[config.mk]
export PLATFORM = sky130hd
export DESIGN_NAME = port_pin_function_drive_config
export DESIGN_NICKNAME = d
export VERILOG_FILES = /design/src/logic/port_cfg_pkg.sv /design/src/logic/port_pin_function_drive_config.sv /design/src/logic/port_subregister_bank.sv
export VERILOG_INCLUDE_DIRS = /design/src /design/src/logic
export SDC_FILE = /design/constraint.sdc
export NUM_CORES = 1
export LEC_CHECK = 0
export ABC_AREA = 0
export BUFFER_PORTS_ARGS = -buffer_cell sky130_fd_sc_hd__buf_2
export CORE_AREA = 2 2 307 309
export CTS_CLUSTER_DIAMETER = 80
export DETAILED_ROUTE_END_ITERATION = 12
export DIE_AREA = 0 0 309 311
export HOLD_SLACK_MARGIN = 0.12
export PLACE_DENSITY_LB_ADDON = 0.15
export SLEW_MARGIN = 10
export SYNTH_ARGS = -nofsm -noshare
export SYNTH_HDL_FRONTEND = slang
export SYNTH_HIERARCHICAL = 1
export SYNTH_SLANG_ARGS = --single-unit
[constraint.sdc]
create_clock -name ref_clk -period 5.3 [get_ports ref_clk]
set_clock_uncertainty 0.1 [all_clocks]
set_input_delay 1.59 -clock ref_clk [delete_from_list [all_inputs] [get_ports ref_clk]]
set_output_delay 1.59 -clock ref_clk [all_outputs]
set_load 0.02 [all_outputs]
[src/logic/port_cfg_defs.svh]
`ifndef PORT_CFG_DEFS_SVH
`define PORT_CFG_DEFS_SVH

// ----------------------------------------------------------------
// Register file placement
// ----------------------------------------------------------------
`define PORT_BASE_ADDR      12'hFD0
`define PORT_ADDR_STRIDE    12'h004
`define PORT_INDEX_OFFSET   12'h000
`define PORT_WINDOW_OFFSET  12'h001

// ----------------------------------------------------------------
// Subregister index values
// ----------------------------------------------------------------
`define SUB_NONE            8'h00
`define SUB_DIRECTION       8'h01
`define SUB_ALT_ENABLE      8'h02
`define SUB_OPEN_DRAIN      8'h03
`define SUB_STRONG_DRIVE    8'h04
`define SUB_CHOICE_LOW      8'h07
`define SUB_CHOICE_HIGH     8'h08

// ----------------------------------------------------------------
// Reset values
// ----------------------------------------------------------------
`define RST_INDEX           8'h00
`define RST_DIRECTION       8'hFF
`define RST_ALT_ENABLE      8'h00
`define RST_ALT_ENABLE_D    8'h01
`define RST_OPEN_DRAIN      8'h00
`define RST_STRONG_DRIVE    8'h00
`define RST_CHOICE          8'h00
`define RST_READ_DATA       8'h00

// ----------------------------------------------------------------
// Port layout
// ----------------------------------------------------------------
`define PORT_D_NUMBER       3
`define MAX_PORTS           5
`define PORT_PIN_COUNT      8
`define FUNCS_PER_PIN       4

`endif

[src/logic/port_cfg_pkg.sv]
`default_nettype none

package port_cfg_pkg;
  typedef logic [7:0]  byte_t;
  typedef logic [11:0] reg_addr_t;
  typedef logic [1:0]  fn_sel_t;
endpackage : port_cfg_pkg

`default_nettype wire

[src/logic/port_pin_function_drive_config.sv]
`include "port_cfg_defs.svh"
`default_nettype none

// Overview of operation
// - Index 02h makes the window reach the alternate-function enable.
// - A pin with enable 0 is plain I/O whose direction is its dir bit.
// - A pin with enable 1 is driven by its peripheral function, subject to its open-drain bit.
// - The pin's two function-set bits together pick one of four functions.
// - Alt enable resets to 00h on ports A, B, C, E and 01h on port D.
// - Index 03h makes the window reach the open-drain select.
// - A pin with open-drain bit 1 never drives high, alt or not.
// - Open-drain bit 0 gives push-pull unless the peripheral asks otherwise.
// - Index 04h makes the window reach the strong-drive enable.
// - Strong-drive bit 1 raises the pin's drive strength, 0 leaves it.
// - Strong drive acts on the pin driver, peripheral-driven or not.
// - Index selects the subregister, and 00h selects nothing.
// - Direction 0 drives the output data, 1 tristates the driver.
module port_pin_function_drive_config #(
  parameter int NUM_PORTS  = `MAX_PORTS,
  parameter int PORT_WIDTH = `PORT_PIN_COUNT
) (
  input  wire logic                      ref_clk,       // System clock
  input  wire logic                      reset_n,       // Async reset
  input  wire port_cfg_pkg::reg_addr_t   reg_addr,      // Register addr
  input  wire logic                      reg_write,     // Write strobe
  input  wire logic                      reg_read,      // Read strobe
  input  wire port_cfg_pkg::byte_t       reg_wdata,     // Write data
  output var  port_cfg_pkg::byte_t       reg_rdata,     // Read data
  input  wire logic [NUM_PORTS*PORT_WIDTH-1:0]   port_out_data, // GPIO out
  input  wire logic [4*NUM_PORTS*PORT_WIDTH-1:0] alt_out_data, // Fn data
  input  wire logic [4*NUM_PORTS*PORT_WIDTH-1:0] alt_out_en,   // Fn enable
  input  wire logic [4*NUM_PORTS*PORT_WIDTH-1:0] alt_open_drain, // Fn OD
  output var  logic [NUM_PORTS*PORT_WIDTH-1:0]   pin_out,    // Pin level
  output var  logic [NUM_PORTS*PORT_WIDTH-1:0]   pin_oe,     // Pin enable
  output var  logic [NUM_PORTS*PORT_WIDTH-1:0]   pin_strong, // High drive
  output var  logic [NUM_PORTS*PORT_WIDTH-1:0]   alt_active, // Fn owns pin
  output var  logic [2*NUM_PORTS*PORT_WIDTH-1:0] alt_select  // Fn number
);

  localparam int PINS = NUM_PORTS * PORT_WIDTH;

  // ----------------------------------------------------------------
  // Parameter check
  // ----------------------------------------------------------------
  if (PORT_WIDTH != `PORT_PIN_COUNT || NUM_PORTS < 1
      || NUM_PORTS > `MAX_PORTS)
  begin : g_bad_params
    $error("Unsupported port count or width");
  end

  logic [PINS-1:0]          dir_all;
  logic [PINS-1:0]          af_all;
  logic [PINS-1:0]          od_all;
  logic [PINS-1:0]          hde_all;
  logic [PINS-1:0]          lo_all;
  logic [PINS-1:0]          hi_all;
  port_cfg_pkg::byte_t      port_rdata [NUM_PORTS];
  logic [NUM_PORTS-1:0]     hit_index;
  logic [NUM_PORTS-1:0]     hit_window;
  port_cfg_pkg::byte_t      next_rdata;

  // ----------------------------------------------------------------
  // Per-port decode and subregister banks
  // ----------------------------------------------------------------
  for (genvar p = 0; p < NUM_PORTS; p++)
  begin : g_port
    localparam port_cfg_pkg::reg_addr_t BASE =
      12'(`PORT_BASE_ADDR + p * `PORT_ADDR_STRIDE);
    localparam port_cfg_pkg::byte_t ALT_RST =
      (p == `PORT_D_NUMBER) ? `RST_ALT_ENABLE_D : `RST_ALT_ENABLE;

    port_cfg_pkg::byte_t idx;
    port_cfg_pkg::byte_t win;

    assign hit_index[p]  = (reg_addr == BASE + `PORT_INDEX_OFFSET);
    assign hit_window[p] = (reg_addr == BASE + `PORT_WINDOW_OFFSET);
    assign port_rdata[p] = hit_index[p]  ? idx :
                           hit_window[p] ? win : `RST_READ_DATA;

    port_subregister_bank #(
      .ALT_RESET (ALT_RST)
    ) u_bank (
      .ref_clk                 (ref_clk),
      .reset_n                 (reset_n),
      .index_write             (reg_write && hit_index[p]),
      .window_write            (reg_write && hit_window[p]),
      .wdata                   (reg_wdata),
      .port_subregister_index  (idx),
      .window_rdata            (win),
      .pin_direction_register  (dir_all[p*PORT_WIDTH +: PORT_WIDTH]),
      .pin_alt_function_enable (af_all[p*PORT_WIDTH +: PORT_WIDTH]),
      .pin_open_drain_select   (od_all[p*PORT_WIDTH +: PORT_WIDTH]),
      .pin_strong_drive_enable (hde_all[p*PORT_WIDTH +: PORT_WIDTH]),
      .function_choice_low     (lo_all[p*PORT_WIDTH +: PORT_WIDTH]),
      .function_choice_high    (hi_all[p*PORT_WIDTH +: PORT_WIDTH])
    );

    // Helper: no window write since reset
    logic untouched;
    always_ff @(posedge ref_clk or negedge reset_n)
    begin
      if (!reset_n)
        untouched <= 1'b1;
      else if (reg_write && hit_window[p])
        untouched <= 1'b0;
    end

    a_alt_reset_value: assert property (
      @(posedge ref_clk) disable iff (!reset_n)
      untouched |-> af_all[p*PORT_WIDTH +: PORT_WIDTH] == ALT_RST)
      else $error("Alt enable reset value wrong");

    a_alt_window_write: assert property (
      @(posedge ref_clk) disable iff (!reset_n)
      reg_write && hit_window[p] && idx == `SUB_ALT_ENABLE
      |=> af_all[p*PORT_WIDTH +: PORT_WIDTH] == $past(reg_wdata))
      else $error("Alt enable not written via window");

    a_null_index_write: assert property (
      @(posedge ref_clk) disable iff (!reset_n)
      reg_write && hit_window[p] && idx == `SUB_NONE
      |=> $stable(af_all[p*PORT_WIDTH +: PORT_WIDTH])
          && $stable(od_all[p*PORT_WIDTH +: PORT_WIDTH])
          && $stable(hde_all[p*PORT_WIDTH +: PORT_WIDTH])
          && $stable(dir_all[p*PORT_WIDTH +: PORT_WIDTH]))
      else $error("Index zero changed a subregister");

    a_od_window_read: assert property (
      @(posedge ref_clk) disable iff (!reset_n)
      reg_read && hit_window[p] && idx == `SUB_OPEN_DRAIN
      |=> reg_rdata == $past(od_all[p*PORT_WIDTH +: PORT_WIDTH]))
      else $error("Open-drain read mismatch");

    a_hde_window_write: assert property (
      @(posedge ref_clk) disable iff (!reset_n)
      reg_write && hit_window[p] && idx == `SUB_STRONG_DRIVE
      |=> hde_all[p*PORT_WIDTH +: PORT_WIDTH] == $past(reg_wdata))
      else $error("Strong drive not written via window");

    a_unused_read_zero: assert property (
      @(posedge ref_clk) disable iff (!reset_n)
      reg_read && hit_window[p]
      && (idx == `SUB_NONE || idx > `SUB_CHOICE_HIGH
          || (idx > `SUB_STRONG_DRIVE && idx < `SUB_CHOICE_LOW))
      |=> reg_rdata == `RST_READ_DATA)
      else $error("Unused index read not zero");
  end

  // ----------------------------------------------------------------
  // Read data register
  // ----------------------------------------------------------------
  always_comb
  begin
    next_rdata = `RST_READ_DATA;
    for (int p = 0; p < NUM_PORTS; p++)
      next_rdata = next_rdata | port_rdata[p];
  end

  always_ff @(posedge ref_clk or negedge reset_n)
  begin
    if (!reset_n)
      reg_rdata <= `RST_READ_DATA;
    else if (reg_read)
      reg_rdata <= next_rdata;
  end

  // ----------------------------------------------------------------
  // Pin drive per pin
  // ----------------------------------------------------------------
  for (genvar i = 0; i < PINS; i++)
  begin : g_pin
    port_cfg_pkg::fn_sel_t fn;
    logic                  want_drive;
    logic                  data;
    logic                  od_mode;

    // two set bits pick the function
    assign fn = {hi_all[i], lo_all[i]};
    assign alt_select[2*i +: 2] = fn;
    assign alt_active[i]        = af_all[i];

    // dir 0 drives, dir 1 tristates
    assign want_drive = af_all[i] ? alt_out_en[`FUNCS_PER_PIN*i + fn]
                                  : ~dir_all[i];
    assign data       = af_all[i] ? alt_out_data[`FUNCS_PER_PIN*i + fn]
                                  : port_out_data[i];

    assign od_mode   = od_all[i]
                       | (af_all[i] & alt_open_drain[`FUNCS_PER_PIN*i + fn]);
    assign pin_oe[i]  = want_drive & (~od_mode | ~data);
    assign pin_out[i] = data & ~od_mode;

    assign pin_strong[i] = hde_all[i];
  end

  // ----------------------------------------------------------------
  // Pin checks
  // ----------------------------------------------------------------
  a_od_no_high: assert property (
    @(posedge ref_clk) disable iff (!reset_n)
    (pin_oe & pin_out & od_all) == '0)
    else $error("Open-drain pin driven high");

  a_gpio_input_off: assert property (
    @(posedge ref_clk) disable iff (!reset_n)
    (pin_oe & ~af_all & dir_all) == '0)
    else $error("Input pin driven");

  a_gpio_push_pull: assert property (
    @(posedge ref_clk) disable iff (!reset_n)
    ((~af_all & ~dir_all & ~od_all)
     & ~(pin_oe & ~(pin_out ^ port_out_data))) == '0)
    else $error("GPIO output not driving data");

  a_alt_takes_pin: assert property (
    @(posedge ref_clk) disable iff (!reset_n)
    af_all[0] && !od_all[0]
    && !alt_open_drain[{hi_all[0], lo_all[0]}]
    |-> pin_oe[0] == alt_out_en[{hi_all[0], lo_all[0]}]
        && (!pin_oe[0]
            || pin_out[0] == alt_out_data[{hi_all[0], lo_all[0]}]))
    else $error("Alt function not driving pin");

  a_strong_follows: assert property (
    @(posedge ref_clk) disable iff (!reset_n)
    reg_write && hit_window[0] && g_port[0].idx == `SUB_STRONG_DRIVE
    |=> pin_strong[PORT_WIDTH-1:0] == $past(reg_wdata)
        && alt_active == af_all)
    else $error("Strong drive not at driver");

endmodule : port_pin_function_drive_config

`default_nettype wire

[src/logic/port_subregister_bank.sv]
`include "port_cfg_defs.svh"
`default_nettype none

module port_subregister_bank #(
  parameter port_cfg_pkg::byte_t ALT_RESET = `RST_ALT_ENABLE
) (
  input  wire logic                ref_clk,         // System clock
  input  wire logic                reset_n,         // Async reset
  input  wire logic                index_write,     // Index reg write
  input  wire logic                window_write,    // Window write
  input  wire port_cfg_pkg::byte_t wdata,           // Write data
  output var  port_cfg_pkg::byte_t port_subregister_index, // Index
  output var  port_cfg_pkg::byte_t window_rdata,    // Selected value
  output var  port_cfg_pkg::byte_t pin_direction_register, // Dir
  output var  port_cfg_pkg::byte_t pin_alt_function_enable, // Alt en
  output var  port_cfg_pkg::byte_t pin_open_drain_select, // Open drain
  output var  port_cfg_pkg::byte_t pin_strong_drive_enable, // Drive
  output var  port_cfg_pkg::byte_t function_choice_low, // Fn set 1
  output var  port_cfg_pkg::byte_t function_choice_high // Fn set 2
);

  // ----------------------------------------------------------------
  // Index register
  // ----------------------------------------------------------------
  always_ff @(posedge ref_clk or negedge reset_n)
  begin
    if (!reset_n)
      port_subregister_index <= `RST_INDEX;
    else if (index_write)
      port_subregister_index <= wdata;
  end

  // ----------------------------------------------------------------
  // Subregisters behind the window
  // ----------------------------------------------------------------
  always_ff @(posedge ref_clk or negedge reset_n)
  begin
    if (!reset_n)
    begin
      pin_direction_register  <= `RST_DIRECTION;
      pin_alt_function_enable <= ALT_RESET;
      pin_open_drain_select   <= `RST_OPEN_DRAIN;
      pin_strong_drive_enable <= `RST_STRONG_DRIVE;
      function_choice_low     <= `RST_CHOICE;
      function_choice_high    <= `RST_CHOICE;
    end
    else if (window_write)
    begin
      case (port_subregister_index)
        `SUB_DIRECTION:    pin_direction_register  <= wdata;
        `SUB_ALT_ENABLE:   pin_alt_function_enable <= wdata;
        `SUB_OPEN_DRAIN:   pin_open_drain_select   <= wdata;
        `SUB_STRONG_DRIVE: pin_strong_drive_enable <= wdata;
        `SUB_CHOICE_LOW:   function_choice_low     <= wdata;
        `SUB_CHOICE_HIGH:  function_choice_high    <= wdata;
        default:           ;
      endcase
    end
  end

  // ----------------------------------------------------------------
  // Window read selection
  // ----------------------------------------------------------------
  always_comb
  begin
    case (port_subregister_index)
      `SUB_DIRECTION:    window_rdata = pin_direction_register;
      `SUB_ALT_ENABLE:   window_rdata = pin_alt_function_enable;
      `SUB_OPEN_DRAIN:   window_rdata = pin_open_drain_select;
      `SUB_STRONG_DRIVE: window_rdata = pin_strong_drive_enable;
      `SUB_CHOICE_LOW:   window_rdata = function_choice_low;
      `SUB_CHOICE_HIGH:  window_rdata = function_choice_high;
      default:           window_rdata = `RST_READ_DATA;
    endcase
  end

endmodule : port_subregister_bank

`default_nettype wire
== After elaboration in Yosys (flattened, before gate mapping) ==
Index checks and enable logic that the tools add are counted.
Cells by class
  $add $sub $neg: 39
  magnitude comparators: 40
  eq/ne operators: 40
  muxes and demuxes: 335
  bitwise operators: 324
  reductions and logical operators: 40
Operator list (number)
  binary-select mux 1 bit (select 8 bit): 117
  one-hot mux 8 bit (6 select lines): 5
  2-to-1 mux 1 bit: 200
  < comparator 8 x 9 -> 1 bit, second input constant: 16
  adder 7 x 2 -> 8 bit, first input constant: 16
  bitwise AND 1 bit: 120
  == test 12 bit, second input constant: 10
  inverter 1 bit: 120
  == test 8 x 2 -> 1 bit, second input constant: 10
  == test 8 x 3 -> 1 bit, second input constant: 10
  2-to-1 mux 8 bit: 10
  bitwise OR 1 bit: 80
  adder 8 x 2 -> 9 bit, first input constant: 8
  < comparator 7 x 9 -> 1 bit, second input constant: 8
  < comparator 9 bit, second input constant: 8
  AND reduction 2 bit: 30
  adder 6 x 2 -> 7 bit, first input constant: 8
  == test 8 x 1 -> 1 bit, second input constant: 5
  == test 8 x 4 -> 1 bit, second input constant: 5
  < comparator 6 x 9 -> 1 bit, second input constant: 4
  bitwise OR 8 bit: 4
  adder 5 x 2 -> 6 bit, first input constant: 4
  < comparator 5 x 9 -> 1 bit, second input constant: 2
  adder 4 x 2 -> 5 bit, first input constant: 2
  5 further kinds: 16
Storage, ports and cells
  register bits after elaboration: 288
  bits of input ports: 544
  logic and storage cells: 854

== Longest topological paths before layout ==
Gate-level depths: netlist (run 1).
  word-level depth: 8
  mapped depth: 10
  mapped depth without buffers: 8

== By module ==
The synthesis (run 1) kept the hierarchy.
Modules (own cells, without submodules)
  port_subregister_bank (g_port[0].u_bank ...): times used 4, cells each 201, area each 2711.4 sq um
  port_pin_function_drive_config: times used 1, cells each 546, area each 5358.9 sq um
  port_subregister_bank (g_port[3].u_bank): times used 1, cells each 201, area each 2712.6 sq um

== Least setup slack after synthesis (run 1) ==
No wires, ideal clock.
  kind: input-to-output
  start: in alt_open_drain[3]
  end: out pin_out[0]
  arrival: 2.557 ns
  data required time: 3.610 ns
  slack: 1.053 ns
  cell stages on the path: 3
  buffers on the path: 0
  cell sequence: mux4_2 a21oi_1 nor2b_1
On the way
  longest elaborated chain between the ends: 6
RTL lines
  from (decl): line port_pin_function_drive_config.sv:32  | input wire logic [4*NUM_PORTS*PORT_WIDTH-1:0] alt_open_drain,
  binary-select mux 1 bit (select 2 bit): line port_pin_function_drive_config.sv:189  | | (af_all[i] & alt_open_drain[`FUNCS_PER_PIN*i + fn]);
  2-to-1 mux 1 bit: line port_pin_function_drive_config.sv:189
  bitwise AND 1 bit: line port_pin_function_drive_config.sv:189
  bitwise OR 1 bit: line port_pin_function_drive_config.sv:188  | assign od_mode = od_all[i]
  inverter 1 bit: line port_pin_function_drive_config.sv:191  | assign pin_out[i] = data & ~od_mode;
  bitwise AND 1 bit: line port_pin_function_drive_config.sv:191
  to (decl): line port_pin_function_drive_config.sv:33  | output var logic [NUM_PORTS*PORT_WIDTH-1:0] pin_out,
Every way passes these cells. The select of a mux whose other input is x is not followed.

== Worst setup path after layout (run 1) ==
  start: in alt_open_drain[140]
  end: out pin_oe[35]
On the way
  longest elaborated chain between the ends: 7
RTL lines
  binary-select mux 1 bit (select 8 bit): line port_pin_function_drive_config.sv:189
  2-to-1 mux 1 bit: line port_pin_function_drive_config.sv:189
  bitwise AND 1 bit: line port_pin_function_drive_config.sv:189
  bitwise OR 1 bit: line port_pin_function_drive_config.sv:188
  inverter 1 bit: line port_pin_function_drive_config.sv:190  | assign pin_oe[i] = want_drive & (~od_mode | ~data);
  bitwise OR 1 bit: line port_pin_function_drive_config.sv:190
  bitwise AND 1 bit: line port_pin_function_drive_config.sv:190
  to (decl): line port_pin_function_drive_config.sv:34  | output var logic [NUM_PORTS*PORT_WIDTH-1:0] pin_oe,
Every way passes these cells. The select of a mux whose other input is x is not followed.

==> flow_summary.json, run 1 <==
{
  "status": "finished, final reports clean",
  "insertion_delay_ns": 0.56,
  "netlist_area_mm2": 0.01892,
  "fin_crit_ns": 4.569,
  "p_per_area_mw_per_mm2": 216.0,
  "area_growth_pct": 35.33,
  "rsz0062_at_grt": "false",
  "synth_top_area_cell": "dfrtp_1",
  "firstDrtPassIters": 5,
  "syn_area_per_cell_um2": 12.20,
  "ios": 792,
  "cp_max_fo": 2,
  "hold-worst-slack_ns": 0.4316,
  "synth-simple-area-share": 0.1339,
  "antenna_found_initial": 10,
  "die_x_um": 309,
  "via_per_inst": 4.691,
  "start_kind": "primary input",
  "post-cts-setup-buffers": 0,
  "syn-num-nets": 2095,
  "grt_max_degree": 82,
  "fp.dieH_um": 311,
  "grt_usage": 0.1672,
  "criticalPathCategory": "primary input to primary output",
  "rows": 112,
  "coreArea_mm2": 0.09277,
  "post-place-cells": 3547,
  "slew_viol_final": 0,
  "cts_hold_buf": 0,
  "ys_warn_count": 6,
  "ys_ff_latch": 288,
  "cp_cell_sequence": "buf_2, mux4_2, a21oi_1, nor2_1, nor2_1, buf_2",
  "critical-path-top-delay-family": "multiplexers",
  "place_hpwl_um": 64170,
  "route.vias.total": 16990,
  "post_cts_resized": 0,
  "antenna_left": 0,
  "grt_pass1_vias": 18270,
  "max_cap_viol_count": 0,
  "clk_pin_slew_ns": 0.06,
  "synth-compound-area-share": 0.09319,
  "fillers": 9846,
  "p_seq_frac": 0.402,
  "cts_max_path_buffers": 3,
  "synthMuxAreaShare": 0.3686,
  "cp_num_buf_inv": 2,
  "synth-xor-area-share": 0,
  "power.leakage_nw": 11.89,
  "swShare": 0.2444,
  "port_buffers": 791,
  "drcViolationCount": 0,
  "cts_tree": "done",
  "ys_seq_area_frac": 0.3837,
  "yosysTopAreaCellShare": 0.3267,
  "wl_um": 83470,
  "slew-limit-headroom": 0.2506,
  "ys.flop_type": "dfrtp_1",
  "synth-edff-count": 0,
  "ir_worst_vdd_uv": 159.6,
  "clkPwrFrac": 0.500,
  "switching_power_w": 0.001351,
  "ys_types": 53,
  "wl_per_cell_um": 23.05,
  "initial_core_util": 0.2039,
  "cp_slowest_stage_delay_ns": 0.50,
  "endpoint_kind": "primary output",
  "clock-sinks": 288,
  "finalHoldViolations": 0,
  "syn_inst": 1551,
  "grt_pass1_wl_um": 120300,
  "synthTopCellsByArea": "dfrtp_1, mux2_2, mux4_2",
  "arrival_ns": 2.88,
  "p_int_w": 0.004178,
  "critPathRequiredTime_ns": 3.61,
  "cts-buffers-inserted": 39,
  "min_path_type": "register to register",
  "gp_congestion": 0.8709,
  "drive_above_1_share": 0.5905,
  "synthAdderAreaFrac": 0,
  "p_comb_frac": 0.098,
  "synth_top_family_by_area": "multiplexers",
  "yosysMostFrequentCell": "mux2_2",
  "clock.fmax_mhz": 218.9,
  "cts_root_buffer": "clkbuf_16",
  "critical_path.slowest_cell": "mux4_2",
  "first_iter_violations": 875,
  "finalSetupTns_ns": 0,
  "setup_violations": 0,
  "fin_cells": 3622,
  "dieArea_mm2": 0.09610,
  "grt.overflow.total": 0,
  "async_flop_share": 1.000,
  "fin_nets": 2878,
  "htreeDepth": 2,
  "worst_slew_pin_slew_ns": 1.124,
  "synth_common_cells": "mux2_2, dfrtp_1, nor2_1, mux4_2, a21oi_1",
  "post-route-period-util": 0.8621
}
## area by class of cell
| class | instances | area, µm² | share of cell area |
|---|---|---|---|
| Multi-Input combinational cell | 1184 | 11270 | 0.4402 |
| Sequential cell | 288 | 7258 | 0.2835 |
| Timing Repair Buffer | 806 | 4106 | 0.1604 |
| Tap cell | 1254 | 1569 | 0.06129 |
| Clock buffer | 60 | 1167 | 0.04560 |
| Clock inverter | 11 | 165.2 | 0.006451 |
| Inverter | 15 | 56.30 | 0.002199 |
| Antenna cell | 4 | 10.01 | 0.0003910 |
## power by group through the flow
stage	clock, W	sequential (W)	combinational (W)
4_1_cts	0.00288	0.00222	0.000553
6_report	0.00277	0.00222	0.000543
3_3_place_gp	0	0.00226	0.000544
3_5_place_dp	0	0.00226	0.000552
5_1_grt	0.00295	0.00222	0.000591
2_1_floorplan	0	0.00226	0.000169
## layer usage
layer,part of all wire,track usage
met5,0.00044,0
met4,0.027,0.04854
met3,0.061,0.03276
met2,0.50,0.2921
met1,0.41,0.2069
## path summary, 6_finish.rpt
check / startpoint / endpoint / slack (ns) / depth (start not counted)
worst max-delay path: alt_open_drain[140] / pin_oe[35] / 0.73 / 6
worst min-delay path: g_port[1].u_bank/pin_strong_drive_enable[7] / g_port[1].u_bank/pin_strong_drive_enable[7] / 0.43 / 1
worst max register to register: g_port[3].u_bank/port_subregister_index[2] / reg_rdata[5] / 2.04 / 8
worst min register to register: g_port[1].u_bank/pin_strong_drive_enable[7] / g_port[1].u_bank/pin_strong_drive_enable[7] / 0.43 / 1
max in group asynchronous: reset_n / g_port[0].u_bank/pin_direction_register[1] / 3.11 / 2
min in group asynchronous: reset_n / g_port[1].u_bank/pin_alt_function_enable[4] / 0.95 / 1
## placed cells by master, fill, tap and decap left out, types with 5 or more instances in the layout
master	instances
o211ai_1	5
a21oi_1	90
nor2_1	150
o21ai_0	27
nor2b_1	65
nand4_1	6
nand2b_1	7
buf_2	790
mux4_2	121
o2bb2ai_1	6
nand3_2	10
buf_4	13
mux2_4	40
o31ai_1	10
clkbuf_16	41
a221oi_1	8
inv_1	15
a22oi_1	44
clkbuf_8	7
nand2b_2	5
a22o_1	42
nor4_1	9
or4_4	10
nor3_4	10
and3_1	8
dfrtp_1	247
nand3_1	22
clkbuf_1	12
nand2_1	53
dfstp_2	41
mux2i_1	64
nor4_4	10
mux2_2	267
nor4b_1	5
nand3b_1	5
and3_2	15
nor3_1	16
o22a_1	5
nor3b_1	10
a31oi_1	19
## worst reg2reg max path, cell delays in order, from the launching register on
cell and delay (ns):
dfrtp_1 1.00, nor2b_1 0.42, a22o_1 0.34, a22oi_1 0.14
nand2_1 0.15, mux4_2 0.53, a22o_1 0.28, nand2_1 0.08
a31oi_1 0.08
## kinds of logic (layout without fill, tap and decap cells)
logic type / Yosys count / in the layout
buffers and inverters: 79 / 892
other: 0 / 4
muxes: 492 / 492
and+or+nand+nor: 426 / 426
AOI/OAI and AO/OA: 266 / 266
DFF: 288 / 288
## flip-flops by register name, summed over array words and instances (netlist names)
name	flops
g_port.u_bank/pin_open_drain_select	40
g_port.u_bank/function_choice_low	40
g_port.u_bank/pin_strong_drive_enable	40
g_port.u_bank/pin_alt_function_enable	40
g_port.u_bank/function_choice_high	40
g_port.u_bank/port_subregister_index	40
g_port.u_bank/pin_direction_register	40
reg_rdata	8
## through the flow
| step | instance area (µm²) | utilization | total power, W | setup WS [ns] |
|---|---|---|---|---|
| finish | 25600 | 0.2760 | 0.005529 | 0.7307 |
| global route | 25590 | 0.2759 | 0.005761 | 0.6782 |
| CTS | 25590 | 0.2759 | 0.005648 | 0.6721 |
| detailed placement | 24260 | 0.2615 | 0.002810 | 0.6775 |
| global placement | 24260 | 0.2615 | 0.002802 | 0.6982 |
| floorplan | 18920 | - | 0.002429 | 1.053 |
Power figures use the tool's default switching activity.
==> run 2, diff against run 1 <==
--- a/config.mk
+++ b/config.mk
@@ -13,8 +13,7 @@
 export DETAILED_ROUTE_END_ITERATION = 12
 export DIE_AREA = 0 0 309 311
 export HOLD_SLACK_MARGIN = 0.12
-export PLACE_DENSITY_LB_ADDON = 0.15
-export SLEW_MARGIN = 10
+export PLACE_DENSITY_LB_ADDON = 0.12
 export SYNTH_ARGS = -nofsm -noshare
 export SYNTH_HDL_FRONTEND = slang
 export SYNTH_HIERARCHICAL = 1
==> run 2 against run 1 <==
  * Flip-flop and latch count did not move
  * Design area fell by 0.21%
  * Sequential power about the same
  * Global-route usage decreased by 0.32 points
  * Worst hold slack better by 0.0018 ns
  * Power is 1.6% lower
  * Die area is the same
  * Via count is 0.22% lower
  * Critical path depth did not move
  * Critical path type unchanged
==> flow_summary.json, run 2 (same netlist as run 1, synthesis figures left out) <==
{
  "critPathRequiredTime_ns": 3.61,
  "clock-sinks": 288,
  "fin_crit_ns": 4.672,
  "initial_core_util": 0.2039,
  "wl_um": 82510,
  "insertion_delay_ns": 0.55,
  "die_x_um": 309,
  "cp-endpoint": "pin_oe[31]",
  "critical_path.slowest_cell": "mux4_2",
  "area_growth_pct": 35.06,
  "final_area_mm2": 0.02555,
  "arrival_ns": 2.98,
  "routedLengthMet1_um": 34930,
  "htreeDepth": 2,
  "grt_pass1_vias": 18070,
  "rsz0062_at_grt": "false",
  "maxUsedRoutingLayer": "met5",
  "cts_hold_buf": 0,
  "cp_cell_sequence": "buf_2, mux4_2, mux2i_1, nor2_1, nor2_1, buf_2",
  "coreArea_mm2": 0.09277,
  "slew-limit-headroom": 0.2431,
  "r2r_end": "reg_rdata[5]",
  "endpoint_kind": "primary output",
  "critical-path-top-delay-family": "multiplexers",
  "p_seq_frac": 0.408,
  "cp-startpoint": "alt_out_data[126]",
  "post-cts-setup-buffers": 0,
  "fp.dieH_um": 311,
  "p_comb_frac": 0.099,
  "ff_latch_area_mm2": 0.007258,
  "cp_num_buf_inv": 2,
  "post_cts_resized": 0,
  "first_iter_violations": 741,
  "place_hpwl_um": 63140,
  "cts-buffers-inserted": 40,
  "cp_max_fo": 2,
  "drcViolationCount": 0,
  "layout_common_cells": "buf_2, mux2_2, dfrtp_1",
  "min_path_type": "register to register",
  "finalSetupTns_ns": 0,
  "dr_wl_met2_um": 41300,
  "reg2regPathDepth": 8,
  "p_per_area_mw_per_mm2": 213.0,
  "power.leakage_nw": 11.86,
  "worst_slew_pin_slew_ns": 1.135,
  "hp-start": "g_port[4].u_bank/pin_strong_drive_enable[2]",
  "setup_violations": 0,
  "grt.overflow.total": 0,
  "cp_slowest_stage_delay_ns": 0.46,
  "dieArea_mm2": 0.09610,
  "post-route-period-util": 0.8815,
  "cts_tree": "done",
  "p_int_w": 0.004097,
  "slew_viol_final": 0,
  "criticalPathCategory": "primary input to primary output",
  "rows": 112,
  "finalHoldViolations": 0,
  "route.vias.total": 16960,
  "drive_above_1_share": 0.5902,
  "path_depth": 6,
  "grt_usage": 0.1640,
  "ir_worst_vdd_uv": 199.0,
  "start_kind": "primary input",
  "placed_cell_area_mm2": 0.02425,
  "cts_root_buffer": "clkbuf_16",
  "clock.fmax_mhz": 214.0,
  "fin_cells": 3617,
  "post-place-cells": 3544,
  "antenna_found_initial": 7,
  "gp_congestion": 0.8412,
  "ios": 792,
  "port_buffers": 791,
  "worst-r2r-setup-slack_ns": 2.08,
  "fillers": 9880,
  "multi_input_area_mm2": 0.01127,
  "cts_max_path_buffers": 3,
  "wl_met3_um": 4572,
  "clkPwrFrac": 0.493,
  "via_per_inst": 4.688,
  "status": "finished, final reports clean",
  "grt_max_degree": 107,
  "timing.rr.start": "g_port[3].u_bank/port_subregister_index[2]",
  "switching_power_w": 0.001345,
  "swShare": 0.2471,
  "mostFrequentLayoutCell": "buf_2",
  "fin_nets": 2876,
  "clk_pin_slew_ns": 0.05,
  "grt_pass1_wl_um": 118700,
  "firstDrtPassIters": 5,
  "antenna_left": 0,
  "wl_per_cell_um": 22.81,
  "max_cap_viol_count": 0
}
[run 2: cell types whose count changed in the layout (fill, tap and decap cells not counted), sizes merged]
| cell | change |
|---|---|
| clkinv | +2 |
| clkinvlp | +1 |
| clkbuf | +1 |
| inv | -1 |
| bufinv | -2 |
| diode | -3 |
| buf | -3 |
[run 2: cell type report]
type / instances / share of cell area
Timing Repair Buffer: 803 / 0.1603
Clock inverter: 11 / 0.004555
Multi-Input combinational cell: 1184 / 0.4411
Sequential cell: 288 / 0.2841
Antenna cell: 1 / 0.00009795
Tap cell: 1254 / 0.06141
Clock buffer: 61 / 0.04623
Inverter: 15 / 0.002204
[run 2: power by group through the flow]
| stage | Clock [W] | Combinational (W) | Sequential, W |
|---|---|---|---|
| after global placement | 0 | 0.000541 | 0.00226 |
| after global routing | 0.00287 | 0.000586 | 0.00222 |
| after CTS | 0.00279 | 0.000551 | 0.00222 |
| final | 0.00268 | 0.000537 | 0.00222 |
| after floorplan | 0 | 0.000169 | 0.00226 |
| after detailed placement | 0 | 0.000550 | 0.00226 |
[run 2: stage by stage]
step                power, W  hold slack, ns  setup slack, ns    util
finish              0.005442          0.4334           0.6280  0.2754
global route        0.005679          0.4513           0.5450  0.2754
CTS                 0.005565          0.4334           0.6335  0.2754
detailed placement  0.002808          0.4205           0.6370  0.2614
global placement    0.002799          0.4211           0.6319  0.2614
floorplan           0.002429          0.4008            1.053       -
[run 2: routing by layer]
metal / GRT usage / up-vias
li1: - / 7646
met1: 0.2067 / 8623
met2: 0.2878 / 585
met3: 0.02861 / 97
met4: 0.04060 / 4
met5: 0 / -
[run 2: worst min-delay path by stage]
stage,cells past startpoint,to
final,1,g_port[4].u_bank/pin_strong_drive_enable[2]
after global routing,1,g_port[4].u_bank/pin_strong_drive_enable[2]
after CTS,1,g_port[4].u_bank/pin_strong_drive_enable[2]
after detailed placement,1,g_port[4].u_bank/pin_strong_drive_enable[2]
after global placement,1,g_port[4].u_bank/pin_strong_drive_enable[4]
after floorplan,1,g_port[0].u_bank/pin_open_drain_select[0]
[run 2: worst register-to-register path: stages (launching register included)]
cell and delay (ns):
dfrtp_1 0.95, nor2b_1 0.43, a22o_1 0.34, a22oi_1 0.14, nand2_1 0.16, mux4_2 0.53
a22o_1 0.28, nand2_1 0.08, a31oi_1 0.08
==> run 3, diff against run 2 <==
--- a/config.mk
+++ b/config.mk
@@ -13,7 +13,6 @@
 export DETAILED_ROUTE_END_ITERATION = 12
 export DIE_AREA = 0 0 309 311
 export HOLD_SLACK_MARGIN = 0.12
-export PLACE_DENSITY_LB_ADDON = 0.12
 export SYNTH_ARGS = -nofsm -noshare
 export SYNTH_HDL_FRONTEND = slang
 export SYNTH_HIERARCHICAL = 1
==> run 3 against run 2 <==
  * Power rose by 0.56%
  * Core utilization grew 0.13 points
  * Critical endpoint is now pin_oe[3]
  * Die area unchanged
  * Maximum frequency increased by 1.7%
==> flow_summary.json, run 3 (same netlist as run 1, synthesis figures left out) <==
{
  "grt_pass1_wl_um": 122500,
  "arrival_ns": 2.91,
  "htreeDepth": 2,
  "fp.dieH_um": 311,
  "finalSetupTns_ns": 0,
  "maxUsedRoutingLayer": "met5",
  "mostFrequentLayoutCell": "buf_2",
  "final_area_mm2": 0.02567,
  "worst_slew_pin_slew_ns": 1.088,
  "min_to": "g_port[2].u_bank/pin_strong_drive_enable[3]",
  "route.vias.total": 17310,
  "clock-sinks": 288,
  "wl_met3_um": 6599,
  "wl_um": 86610,
  "insertion_delay_ns": 0.57,
  "p_per_area_mw_per_mm2": 213.2,
  "placed_cell_area_mm2": 0.02430,
  "first_iter_violations": 1239,
  "clock.fmax_mhz": 217.6,
  "hold_path_depth": 1,
  "reg2regPathDepth": 8,
  "clk_pin_slew_ns": 0.06,
  "setup_violations": 0,
  "drcViolationCount": 0,
  "coreArea_mm2": 0.09277,
  "rows": 112,
  "cts-buffers-inserted": 39,
  "cts_root_buffer": "clkbuf_16",
  "multi_input_area_mm2": 0.01127,
  "cts_max_path_buffers": 3,
  "post_cts_resized": 0,
  "finalHoldViolations": 0,
  "fin_cells": 3637,
  "slew-limit-headroom": 0.2745,
  "wl_per_cell_um": 23.81,
  "die_x_um": 309,
  "ir_worst_vdd_uv": 184.8,
  "fillers": 9862,
  "cts_hold_buf": 0,
  "area_growth_pct": 35.68,
  "place_hpwl_um": 67820,
  "rsz0062_at_grt": "false",
  "ios": 792,
  "layout_common_cells": "buf_2, mux2_2, dfrtp_1",
  "slew_viol_final": 0,
  "via_per_inst": 4.760,
  "criticalPathCategory": "primary input to primary output",
  "port_buffers": 791,
  "fin_crit_ns": 4.596,
  "grt.overflow.total": 0,
  "drive_above_1_share": 0.5939,
  "min_path_type": "register to register",
  "post-cts-setup-buffers": 0,
  "hp-start": "g_port[2].u_bank/pin_strong_drive_enable[3]",
  "cts_tree": "done",
  "gp_congestion": 0.9037,
  "firstDrtPassIters": 6,
  "status": "finished, final reports clean",
  "fin_nets": 2882,
  "endpoint_kind": "primary output",
  "critPathRequiredTime_ns": 3.61,
  "post-route-period-util": 0.8672,
  "timing.rr.start": "g_port[2].u_bank/port_subregister_index[2]",
  "antenna_left": 0,
  "dr_wl_met2_um": 41950,
  "grt_max_degree": 92,
  "grt_usage": 0.1727,
  "ff_latch_area_mm2": 0.007258,
  "grt_pass1_vias": 17680,
  "initial_core_util": 0.2039,
  "pre_cts_ws_ns": 0.7472,
  "power.leakage_nw": 11.91,
  "worst-r2r-setup-slack_ns": 2.15,
  "hold-worst-slack_ns": 0.4285,
  "r2r_end": "reg_rdata[5]",
  "max_cap_viol_count": 0,
  "post-place-cells": 3551,
  "dieArea_mm2": 0.09610,
  "routedLengthMet1_um": 35550,
  "antenna_found_initial": 26,
  "setup_slack_ns": 0.7039,
  "start_kind": "primary input",
  "cp_max_fo": 2
}
## run 3: report_power, final
group          internal (W)  total (W)  switching (W)
clock               0.00161    0.00270        0.00109
combinational      0.000259   0.000553       0.000295
sequential          0.00221    0.00222      0.0000117
## run 3: layout make-up
cell class	count	area share
antenna	14	0.001365
clock buffer	51	0.04212
clock inverter	21	0.009701
inverter	15	0.002194
multi-input combinational	1184	0.4390
sequential	288	0.2828
tap	1254	0.06113
timing repair buffer	810	0.1617
## run 3: worst max-delay path, stage by stage
cell and delay, ns:
buf_2 0.09, mux4_2 0.45, a21oi_1 0.39, nor2_1 0.10, nor2_1 0.11, buf_2 0.17
## run 3: worst max-delay path by stage
stage	start	end	cells past startpoint
after floorplan	alt_open_drain[3]	pin_out[0]	3
after global placement	alt_open_drain[15]	pin_oe[3]	6
after detailed placement	alt_out_data[27]	pin_oe[6]	6
after CTS	alt_out_data[27]	pin_oe[6]	6
after global routing	alt_out_data[27]	pin_oe[6]	6
final	alt_open_drain[15]	pin_oe[3]	6
## run 3: per-stage QoR
stage               power [W]    util
global route         0.005705  0.2765
floorplan            0.002429       -
detailed placement   0.002816  0.2620
global placement     0.002810  0.2620
finish               0.005473  0.2767
CTS                  0.005573  0.2763
## run 3: metal layers
layer / global-route usage / vias to the layer above
met1: 0.2182 / 8771
li1: - / 7669
met4: 0.05395 / 14
met3: 0.03937 / 132
met5: 0 / -
met2: 0.2905 / 727
